### src/rtl/hpu_pkg.sv
`default_nettype none

package hpu_pkg;

    // Bus and pixel geometry
    localparam int BUS_W      = 24;
    localparam int COMP_W     = 8;
    localparam int PIX_W      = 24;
    localparam int FIFO_DEPTH = 32;

    // Bus width and packing codes on bus_mode
    localparam logic [2:0] MODE_24    = 3'h0;
    localparam logic [2:0] MODE_18    = 3'h1;
    localparam logic [2:0] MODE_16    = 3'h2;
    localparam logic [2:0] MODE_16P   = 3'h3;
    localparam logic [2:0] MODE_12    = 3'h4;
    localparam logic [2:0] MODE_9     = 3'h5;
    localparam logic [2:0] MODE_8     = 3'h6;

    // Field positions (low bit of each field)
    localparam int F24_R_LSB  = 16;
    localparam int F24_G_LSB  = 8;
    localparam int F18_R_LSB  = 12;
    localparam int F18_G_LSB  = 6;
    localparam int F565_R_LSB = 11;
    localparam int F565_G_LSB = 5;
    localparam int F16P_H_LSB = 8;
    localparam int F12_R_LSB  = 4;
    localparam int F12_G_LSB  = 8;
    localparam int F9_R_LSB   = 3;
    localparam int F9_G_LSB   = 6;

    // Position within a multi-cycle group
    typedef enum logic [2:0] {
        HPU_PH0 = 3'b001,
        HPU_PH1 = 3'b010,
        HPU_PH2 = 3'b100
    } hpu_phase_t;

endpackage

`default_nettype wire

### src/rtl/hpu_unpacker.sv
// Functional notes
// - Widths 8, 9, 12, 16, 18 and 24 bits all accepted on the host bus.
// - 24-bit: one write, red 23..16, green 15..8, blue 7..0.
// - 18-bit: one write, red 17..12, green 11..6, blue 5..0.
// - 16-bit 565: one write, red 15..11, green 10..5, blue 4..0.
// - Packed 16-bit: three writes carry two 888 pixels, high byte first.
// - 9-bit: two writes, R6 and G high three, then G low three and B6.
// - 8-bit: three writes, red then green then blue on bits 7..0.
`timescale 1ns/1ns
`default_nettype none

module hpu_fifo #(
    parameter int W     = 24,
    parameter int DEPTH = 32
) (
    // Clock and reset
    input  wire logic         sys_clk,
    input  wire logic         rstn,
    // Fill side
    input  wire logic         in_valid,
    input  wire logic [W-1:0] in_data,
    output logic              in_ready,
    // Drain side
    output logic              out_valid,
    output logic [W-1:0]      out_data,
    input  wire logic         out_ready
);
    localparam int AW = (DEPTH > 1) ? $clog2(DEPTH) : 1;

    typedef struct packed {
        logic [DEPTH-1:0][W-1:0] mem;
        logic [AW-1:0]           wp;
        logic [AW-1:0]           rp;
        logic [AW:0]             cnt;
        logic                    ov;
        logic [W-1:0]            od;
    } hpu_fifo_st_t;

    hpu_fifo_st_t st_r;
    hpu_fifo_st_t st_nxt;
    logic         push;
    logic         load;

    assign in_ready  = (st_r.cnt != (AW+1)'(DEPTH));
    assign out_valid = st_r.ov;
    assign out_data  = st_r.od;

    // Output word is a register so the drain side sees no memory read path
    always_comb begin
        st_nxt = st_r;
        push   = in_valid && in_ready;
        load   = (st_r.cnt != '0) && (!st_r.ov || out_ready);
        if (push) begin
            st_nxt.mem[st_r.wp] = in_data;
            st_nxt.wp = (st_r.wp == AW'(DEPTH-1)) ? '0 : st_r.wp + AW'(1);
        end
        if (load) begin
            st_nxt.od = st_r.mem[st_r.rp];
            st_nxt.ov = 1'b1;
            st_nxt.rp = (st_r.rp == AW'(DEPTH-1)) ? '0 : st_r.rp + AW'(1);
        end else if (out_ready) begin
            st_nxt.ov = 1'b0;
        end
        if (push && !load) begin
            st_nxt.cnt = st_r.cnt + (AW+1)'(1);
        end else if (load && !push) begin
            st_nxt.cnt = st_r.cnt - (AW+1)'(1);
        end
    end

    always_ff @(posedge sys_clk) begin
        if (!rstn) begin
            st_r <= '0;
        end else begin
            st_r <= st_nxt;
        end
    end
endmodule

module hpu_unpacker #(
    parameter int FIFO_DEPTH = hpu_pkg::FIFO_DEPTH
) (
    // Clock and reset
    input  wire logic                         sys_clk,
    input  wire logic                         rstn,
    // Host parallel bus pins
    input  wire logic                         host_cs_n,
    input  wire logic                         host_wr_n,
    input  wire logic                         host_dc,
    input  wire logic [hpu_pkg::BUS_W-1:0]    host_data,
    // Configuration from local logic
    input  wire logic [2:0]                   bus_mode,
    // Pixel stream out
    output logic                              pix_valid,
    output logic [hpu_pkg::COMP_W-1:0]        pix_red,
    output logic [hpu_pkg::COMP_W-1:0]        pix_grn,
    output logic [hpu_pkg::COMP_W-1:0]        pix_blu,
    input  wire logic                         pix_ready,
    // Status
    output logic                              host_busy,
    output logic                              pix_drop
);
    localparam int CW = hpu_pkg::COMP_W;

    typedef struct packed {
        logic                      cs_s1;
        logic                      cs_s2;
        logic                      wr_s1;
        logic                      wr_s2;
        logic                      wr_s3;
        logic                      dc_s1;
        logic                      dc_s2;
        logic [hpu_pkg::BUS_W-1:0] d_s1;
        logic [hpu_pkg::BUS_W-1:0] d_s2;
        logic [2:0]                mode;
        hpu_pkg::hpu_phase_t       phase;
        logic [CW-1:0]             r_hold;
        logic [CW-1:0]             g_hold;
        logic                      push_v;
        logic [hpu_pkg::PIX_W-1:0] push_d;
        logic                      busy;
        logic                      drop;
    } hpu_st_t;

    hpu_st_t                   st_r;
    hpu_st_t                   st_nxt;
    logic                      take;
    logic                      fifo_ready;
    logic [hpu_pkg::PIX_W-1:0] fifo_data;
    logic [hpu_pkg::BUS_W-1:0] d;

    // Widen short components by repeating their top bits
    // Full scale stays full scale: all-ones widens to all-ones
    function automatic logic [CW-1:0] exp5(input logic [4:0] v);
        exp5 = {v, v[4:2]};
    endfunction

    function automatic logic [CW-1:0] exp6(input logic [5:0] v);
        exp6 = {v, v[5:4]};
    endfunction

    always_comb begin
        st_nxt       = st_r;
        d            = st_r.d_s2;
        // Two flops per pin; the strobe gets a third to see its rising edge
        st_nxt.cs_s1 = host_cs_n;
        st_nxt.cs_s2 = st_r.cs_s1;
        st_nxt.wr_s1 = host_wr_n;
        st_nxt.wr_s2 = st_r.wr_s1;
        st_nxt.wr_s3 = st_r.wr_s2;
        st_nxt.dc_s1 = host_dc;
        st_nxt.dc_s2 = st_r.dc_s1;
        st_nxt.d_s1  = host_data;
        st_nxt.d_s2  = st_r.d_s1;
        // Data write ends on the rising write strobe, bus is stable then
        // Takes are two or more cycles apart, so push_v never lasts two cycles
        take          = st_r.wr_s2 && !st_r.wr_s3 && !st_r.cs_s2 && st_r.dc_s2;
        st_nxt.push_v = 1'b0;
        st_nxt.drop   = st_r.push_v && !fifo_ready;
        st_nxt.busy   = !fifo_ready;
        // bus_mode comes from logic on this clock, so it needs no synchroniser
        if (bus_mode != st_r.mode) begin
            // A write landing on the change is discarded, not half-assembled
            st_nxt.mode  = bus_mode;
            st_nxt.phase = hpu_pkg::HPU_PH0;
        end else if (take) begin
            case (st_r.mode)
                hpu_pkg::MODE_24: begin
                    st_nxt.push_v = 1'b1;
                    st_nxt.push_d = {d[hpu_pkg::F24_R_LSB +: CW],
                                     d[hpu_pkg::F24_G_LSB +: CW], d[CW-1:0]};
                end
                hpu_pkg::MODE_18: begin
                    st_nxt.push_v = 1'b1;
                    st_nxt.push_d = {exp6(d[hpu_pkg::F18_R_LSB +: 6]),
                                     exp6(d[hpu_pkg::F18_G_LSB +: 6]),
                                     exp6(d[5:0])};
                end
                hpu_pkg::MODE_16: begin
                    st_nxt.push_v = 1'b1;
                    st_nxt.push_d = {exp5(d[hpu_pkg::F565_R_LSB +: 5]),
                                     exp6(d[hpu_pkg::F565_G_LSB +: 6]),
                                     exp5(d[4:0])};
                end
                hpu_pkg::MODE_16P: begin
                    case (st_r.phase)
                        hpu_pkg::HPU_PH0: begin
                            st_nxt.r_hold = d[hpu_pkg::F16P_H_LSB +: CW];
                            st_nxt.g_hold = d[CW-1:0];
                            st_nxt.phase  = hpu_pkg::HPU_PH1;
                        end
                        hpu_pkg::HPU_PH1: begin
                            st_nxt.push_v = 1'b1;
                            st_nxt.push_d = {st_r.r_hold, st_r.g_hold,
                                             d[hpu_pkg::F16P_H_LSB +: CW]};
                            // Second pixel's red waits in the red slot
                            st_nxt.r_hold = d[CW-1:0];
                            st_nxt.phase  = hpu_pkg::HPU_PH2;
                        end
                        hpu_pkg::HPU_PH2: begin
                            st_nxt.push_v = 1'b1;
                            st_nxt.push_d = {st_r.r_hold,
                                             d[hpu_pkg::F16P_H_LSB +: CW], d[CW-1:0]};
                            st_nxt.phase  = hpu_pkg::HPU_PH0;
                        end
                        default: begin
                            st_nxt.phase = hpu_pkg::HPU_PH0;
                        end
                    endcase
                end
                hpu_pkg::MODE_12: begin
                    if (st_r.phase == hpu_pkg::HPU_PH0) begin
                        st_nxt.r_hold = d[hpu_pkg::F12_R_LSB +: CW];
                        st_nxt.g_hold = {d[3:0], 4'h0};
                        st_nxt.phase  = hpu_pkg::HPU_PH1;
                    end else begin
                        st_nxt.push_v = 1'b1;
                        st_nxt.push_d = {st_r.r_hold, st_r.g_hold[7:4],
                                         d[hpu_pkg::F12_G_LSB +: 4], d[CW-1:0]};
                        st_nxt.phase  = hpu_pkg::HPU_PH0;
                    end
                end
                hpu_pkg::MODE_9: begin
                    if (st_r.phase == hpu_pkg::HPU_PH0) begin
                        st_nxt.r_hold = exp6(d[hpu_pkg::F9_R_LSB +: 6]);
                        st_nxt.g_hold = {5'h00, d[2:0]};
                        st_nxt.phase  = hpu_pkg::HPU_PH1;
                    end else begin
                        st_nxt.push_v = 1'b1;
                        st_nxt.push_d = {st_r.r_hold,
                                         exp6({st_r.g_hold[2:0], d[hpu_pkg::F9_G_LSB +: 3]}),
                                         exp6(d[5:0])};
                        st_nxt.phase  = hpu_pkg::HPU_PH0;
                    end
                end
                hpu_pkg::MODE_8: begin
                    case (st_r.phase)
                        hpu_pkg::HPU_PH0: begin
                            st_nxt.r_hold = d[CW-1:0];
                            st_nxt.phase  = hpu_pkg::HPU_PH1;
                        end
                        hpu_pkg::HPU_PH1: begin
                            st_nxt.g_hold = d[CW-1:0];
                            st_nxt.phase  = hpu_pkg::HPU_PH2;
                        end
                        hpu_pkg::HPU_PH2: begin
                            st_nxt.push_v = 1'b1;
                            st_nxt.push_d = {st_r.r_hold, st_r.g_hold, d[CW-1:0]};
                            st_nxt.phase  = hpu_pkg::HPU_PH0;
                        end
                        default: begin
                            st_nxt.phase = hpu_pkg::HPU_PH0;
                        end
                    endcase
                end
                default: begin
                    st_nxt.phase = hpu_pkg::HPU_PH0;
                end
            endcase
        end
    end

    always_ff @(posedge sys_clk) begin
        if (!rstn) begin
            st_r       <= '0;
            st_r.cs_s1 <= 1'b1;
            st_r.cs_s2 <= 1'b1;
            st_r.wr_s1 <= 1'b1;
            st_r.wr_s2 <= 1'b1;
            st_r.wr_s3 <= 1'b1;
            st_r.mode  <= hpu_pkg::MODE_24;
            st_r.phase <= hpu_pkg::HPU_PH0;
        end else begin
            st_r <= st_nxt;
        end
    end

    // No wait pin on the host bus: a full FIFO loses the pixel and says so
    // Capacity is the stored words plus the word on show at the output
    hpu_fifo #(
        .W     (hpu_pkg::PIX_W),
        .DEPTH (FIFO_DEPTH)
    ) u_fifo (
        .sys_clk   (sys_clk),
        .rstn      (rstn),
        .in_valid  (st_r.push_v),
        .in_data   (st_r.push_d),
        .in_ready  (fifo_ready),
        .out_valid (pix_valid),
        .out_data  (fifo_data),
        .out_ready (pix_ready)
    );

    assign pix_red   = fifo_data[2*CW +: CW];
    assign pix_grn   = fifo_data[CW +: CW];
    assign pix_blu   = fifo_data[CW-1:0];
    assign host_busy = st_r.busy;
    assign pix_drop  = st_r.drop;
endmodule

`default_nettype wire

### config.mk
export PLATFORM = sky130hd
export DESIGN_NAME = hpu_unpacker
export DESIGN_NICKNAME = d
export VERILOG_FILES = /design/src/rtl/hpu_pkg.sv /design/src/rtl/hpu_unpacker.sv
export SDC_FILE = /design/constraint.sdc
export NUM_CORES = 2
export LEC_CHECK = 0
export ABC_CLOCK_PERIOD_IN_PS = 3500
export BUFFER_PORTS_ARGS = -buffer_cell sky130_fd_sc_hd__buf_4
export CAP_MARGIN = 0
export CORE_ASPECT_RATIO = 0.5
export CORE_MARGIN = 3
export CORE_UTILIZATION = 50
export CTS_CLUSTER_SIZE = 14
export DETAILED_ROUTE_END_ITERATION = 16
export PLACE_DENSITY = 0.66
export SYNTH_ARGS = -nofsm -noshare
export SYNTH_HDL_FRONTEND = slang
export SYNTH_SLANG_ARGS = --single-unit
### constraint.sdc
create_clock -name sys_clk -period 3.5 [get_ports sys_clk]
set_input_delay 0.7 -clock sys_clk [delete_from_list [all_inputs] [get_ports sys_clk]]
set_output_delay 0.7 -clock sys_clk [all_outputs]
set_load 0.005 [all_outputs]
==> impl_metrics.py <==
metrics = {
    "power_and_ir_drop": {
        "power_density_nw_per_um2": 565,
        "p_sw_mw": 5.98,
        "comb_power_share_pct": 13.0,
        "seq_power_share_pct": 47.2,
        "pwr-share-clk_pct": 39.8,
        "internal_power_mw": 16.9,
        "leakage_nw": 13.4,
        "sw_frac_of_total_pct": 26.1,
        "ir_drop_mv": 0.432,
    },
    "placed_design": {
        "post-dp-hpwl_mm": 57.3,
        "numPortBuffers": 59,
        "pre_cts_ws_ns": 0.176,
        "gp_congestion": 0.837,
    },
    "drt": {
        "dr.first_iter.drc_count": 2630,
        "drc": 0,
        "ant_nets": 0,
        "drt_first_pass_iters": 8,
        "via_count": 28100,
        "vias_per_cell": 6.01,
        "wl_per_cell_microns": 19.9,
        "postRouteWirelength_mm": 93.0,
    },
    "sta": {
        "final-hold-violation-count": 0,
        "skew_ns": 0.0221,
        "clock.fmax_mhz": 306,
        "tightest_slew_ns": 1.27,
        "final.min_clock_period_ns": 3.26,
        "finalHoldWorstSlack_ns": 0.242,
        "relSlewSlack_pct": 15.3,
        "final.setup.worst_slack_ns": 0.235,
        "rsz0062_at_grt": "false",
        "setup_violations": 0,
        "setup_tns_ns": 0,
        "slew_violations": 0,
        "period_share_pct": 93.3,
    },
    "synthesis": {
        "async_reset_ff_share_pct": 0,
        "syn_nets": 3912,
        "synth.largest_area_cell": "dfxtp_1",
        "synth_cell_types": 71,
        "synth_area_leaders": "dfxtp_1, mux4_2, nand3_1",
        "ys_warn_count": 0,
        "synth_area_sq_um": 37700,
        "ys.flop_type": "dfxtp_1",
        "ys_seq_elements": 913,
        "synth_edf_count": 0,
        "syn_avg_cell_area_sq_um": 9.76,
        "yosys.area.top_type_share_pct": 48.5,
        "syn_inst": 3866,
        "ys_seq_area_share_pct": 48.5,
    },
    "worst_setup_path": {
        "r2r-end": "u_fifo.st_r[30]",
        "crit_family": "simple AND/OR/NAND/NOR gates",
        "r2r_start": "u_fifo.st_r[26]",
        "cp.required_ns": 4.01,
        "start_kind": "flip-flop",
        "critPathArrivalTime_ns": 3.78,
        "cp_slowest_cell": "or4_4",
        "crit_path_end_kind": "flip-flop",
        "crit_type": "flip-flop to flip-flop",
        "path_buf_inv": 2,
        "critPathMaxFanout": 10,
        "rr_worst_depth": 11,
        "ff2ff_setup_slack_ns": 0.24,
        "cp_cell_sequence": "or4_4 -> o31a_4 -> inv_6 -> ha_2 -> inv_1 -> ha_1 -> or4_1 -> a311o_1 -> o311ai_0 -> xnor2_1 -> nor2_1",
        "critPathMaxStageDelay_ns": 0.58,
    },
    "floorplan": {
        "rows": 70,
        "top_level_ports": 60,
        "die_w_microns": 394,
        "die_area_sq_um": 79000,
        "die_h_microns": 200,
        "start_util_pct": 51.1,
        "core_sq_um": 73800,
    },
    "clock_tree": {
        "cts_buffers": 82,
        "cts_tree": "yes",
        "root_buffer": "clkbuf_16",
        "cts_resized": 0,
        "hold_buffers": 0,
        "post-cts-setup-buffers": 0,
        "htree_levels": 3,
        "ctsLongestPathBuffers": 3,
        "clk_pin_slew_ns": 0.07,
        "clock_latency_ns": 0.65,
        "clock-sinks": 913,
    },
    "worst_hold_path": {
        "hold_class": "primary input to flip-flop",
        "hold_start": "host_cs_n",
        "holdPathEnd": "st_nxt[102]",
        "holdPathStages": 2,
    },
    "layout": {
        "nets": 3664,
        "areaGrowthSynthToFinish_pct": 7.51,
        "antenna_cells": 0,
        "drive_above_1_share_pct": 14.0,
    },
    "global_routing": {
        "grt_first_pass_wirelength_mm": 148,
        "antenna_found_initial": 2,
        "grt_pass1_vias": 26300,
        "globalRouteOverflowTotal": 0,
        "grt_start_max_net_pins": 241,
        "grt_use_total_pct": 23.1,
    },
    "flow_run": {
        "cap_violations": 0,
    },
    "outcome": {
        "status": "finished, final reports clean",
    },
}
## routing by layer
metal | part of all wire [%] | vias to the layer above | GRT usage (%) | wire (microns)
met5 | 0.026 | - | 0 | 24
met4 | 1.8 | 4 | 5.62 | 1700
met3 | 6.8 | 139 | 4.19 | 6290
met2 | 45 | 816 | 36.6 | 41600
met1 | 47 | 13600 | 32.8 | 43400
li1 | - | 13600 | - | -
## power groups by stage
stage | registers, mW | clock network, mW | logic, mW
4_1_cts | 10.8 | 9.28 | 2.97
3_3_place_gp | 11.1 | 0 | 2.96
3_5_place_dp | 11.1 | 0 | 2.96
6_report | 10.8 | 9.11 | 2.97
5_1_grt | 10.8 | 9.68 | 3.17
2_1_floorplan | 10.7 | 0 | 2.36
## layout make-up
class | count | area, sq um
clock buffer | 124 | 2470
multi-input combinational | 2456 | 16800
clock inverter | 17 | 233
fill | 6365 | 33300
sequential | 913 | 18300
tap | 1008 | 1260
inverter | 16 | 67.6
timing repair buffer | 149 | 1440
## worst max path at each step
stage,from,to,cells after the start
6_report,u_fifo.st_r[26],u_fifo.st_r[30],11
5_1_grt,u_fifo.st_r[26],u_fifo.st_r[30],11
4_1_cts,u_fifo.st_r[26],u_fifo.st_r[30],11
3_5_place_dp,u_fifo.st_r[26],u_fifo.st_r[30],11
3_3_place_gp,u_fifo.st_r[26],u_fifo.st_r[30],11
2_1_floorplan,u_fifo.st_r[26],u_fifo.st_r[30],11
## registers in the layout (all words and copies together), names as in the netlist
name / flops
d: 24
u_fifo.out_valid: 1
st_nxt: 28
st_r: 50
host_busy: 1
pix_drop: 1
u_fifo.st_r: 784
u_fifo.out_data: 24
## logic make-up (layout without fill, tap and decap cells)
logic type	Yosys count	after routing	synth area share, %
AOI/OAI and AO/OA	1031	1031	14.9
xor gates and xnor gates	7	7	0.163
adders and majority gates	14	14	0.478
buffers and inverters	497	306	7.08
DFF	913	913	48.5
muxes	256	256	13.2
and+or+nand+nor	1148	1148	15.7
## cells in the final DEF, fill, tap and decap left out, drive strengths merged, types with 6 or more instances in the layout
| cell | netlist | final |
|---|---|---|
| a2111o | 24 | 24 |
| nor3b | 10 | 10 |
| a21oi | 53 | 53 |
| buf | 190 | 149 |
| nand2b | 20 | 20 |
| nand3 | 816 | 816 |
| o22ai | 50 | 50 |
| nor3 | 33 | 33 |
| nand2 | 83 | 83 |
| mux2i | 62 | 62 |
| clkbuf | 291 | 124 |
| inv | 15 | 18 |
| o21ai | 821 | 821 |
| a211oi | 13 | 13 |
| nor2b | 8 | 8 |
| a221oi | 7 | 7 |
| nand3b | 6 | 6 |
| clkinv | 1 | 10 |
| nor2 | 78 | 78 |
| dfxtp | 913 | 913 |
| o31ai | 7 | 7 |
| a22oi | 19 | 19 |
| and2 | 59 | 59 |
| mux4 | 192 | 192 |
| ha | 12 | 12 |
| a31oi | 12 | 12 |
## Yosys cell counts (all sizes together) (4+ instances only)
cell,count
a211oi,13
nand2,83
and3,5
nor3b,10
a22oi,19
o31ai,7
and2,59
xor2,4
nor2b,8
o22ai,50
o21ai,821
nor2,78
buf,190
a2111o,24
nand2b,20
nand3,816
clkbuf,291
ha,12
a21oi,53
a221oi,7
dfxtp,913
a31oi,12
mux4,192
a22o,4
nand3b,6
or4,5
inv,15
nand4,5
nor3,33
mux2i,62
and3b,5
## per-stage QoR
stage	area (sq um)	power (mW)	util (%)	std cells
floorplan	37700	13.1	-	3866
global placement	37800	14.0	51.3	4542
detailed placement	37800	14.0	51.3	4542
CTS	40600	23.1	54.9	4683
global route	40600	23.7	54.9	4683
finish	40600	22.9	54.9	4683
Power figures use the tool's default switching activity.
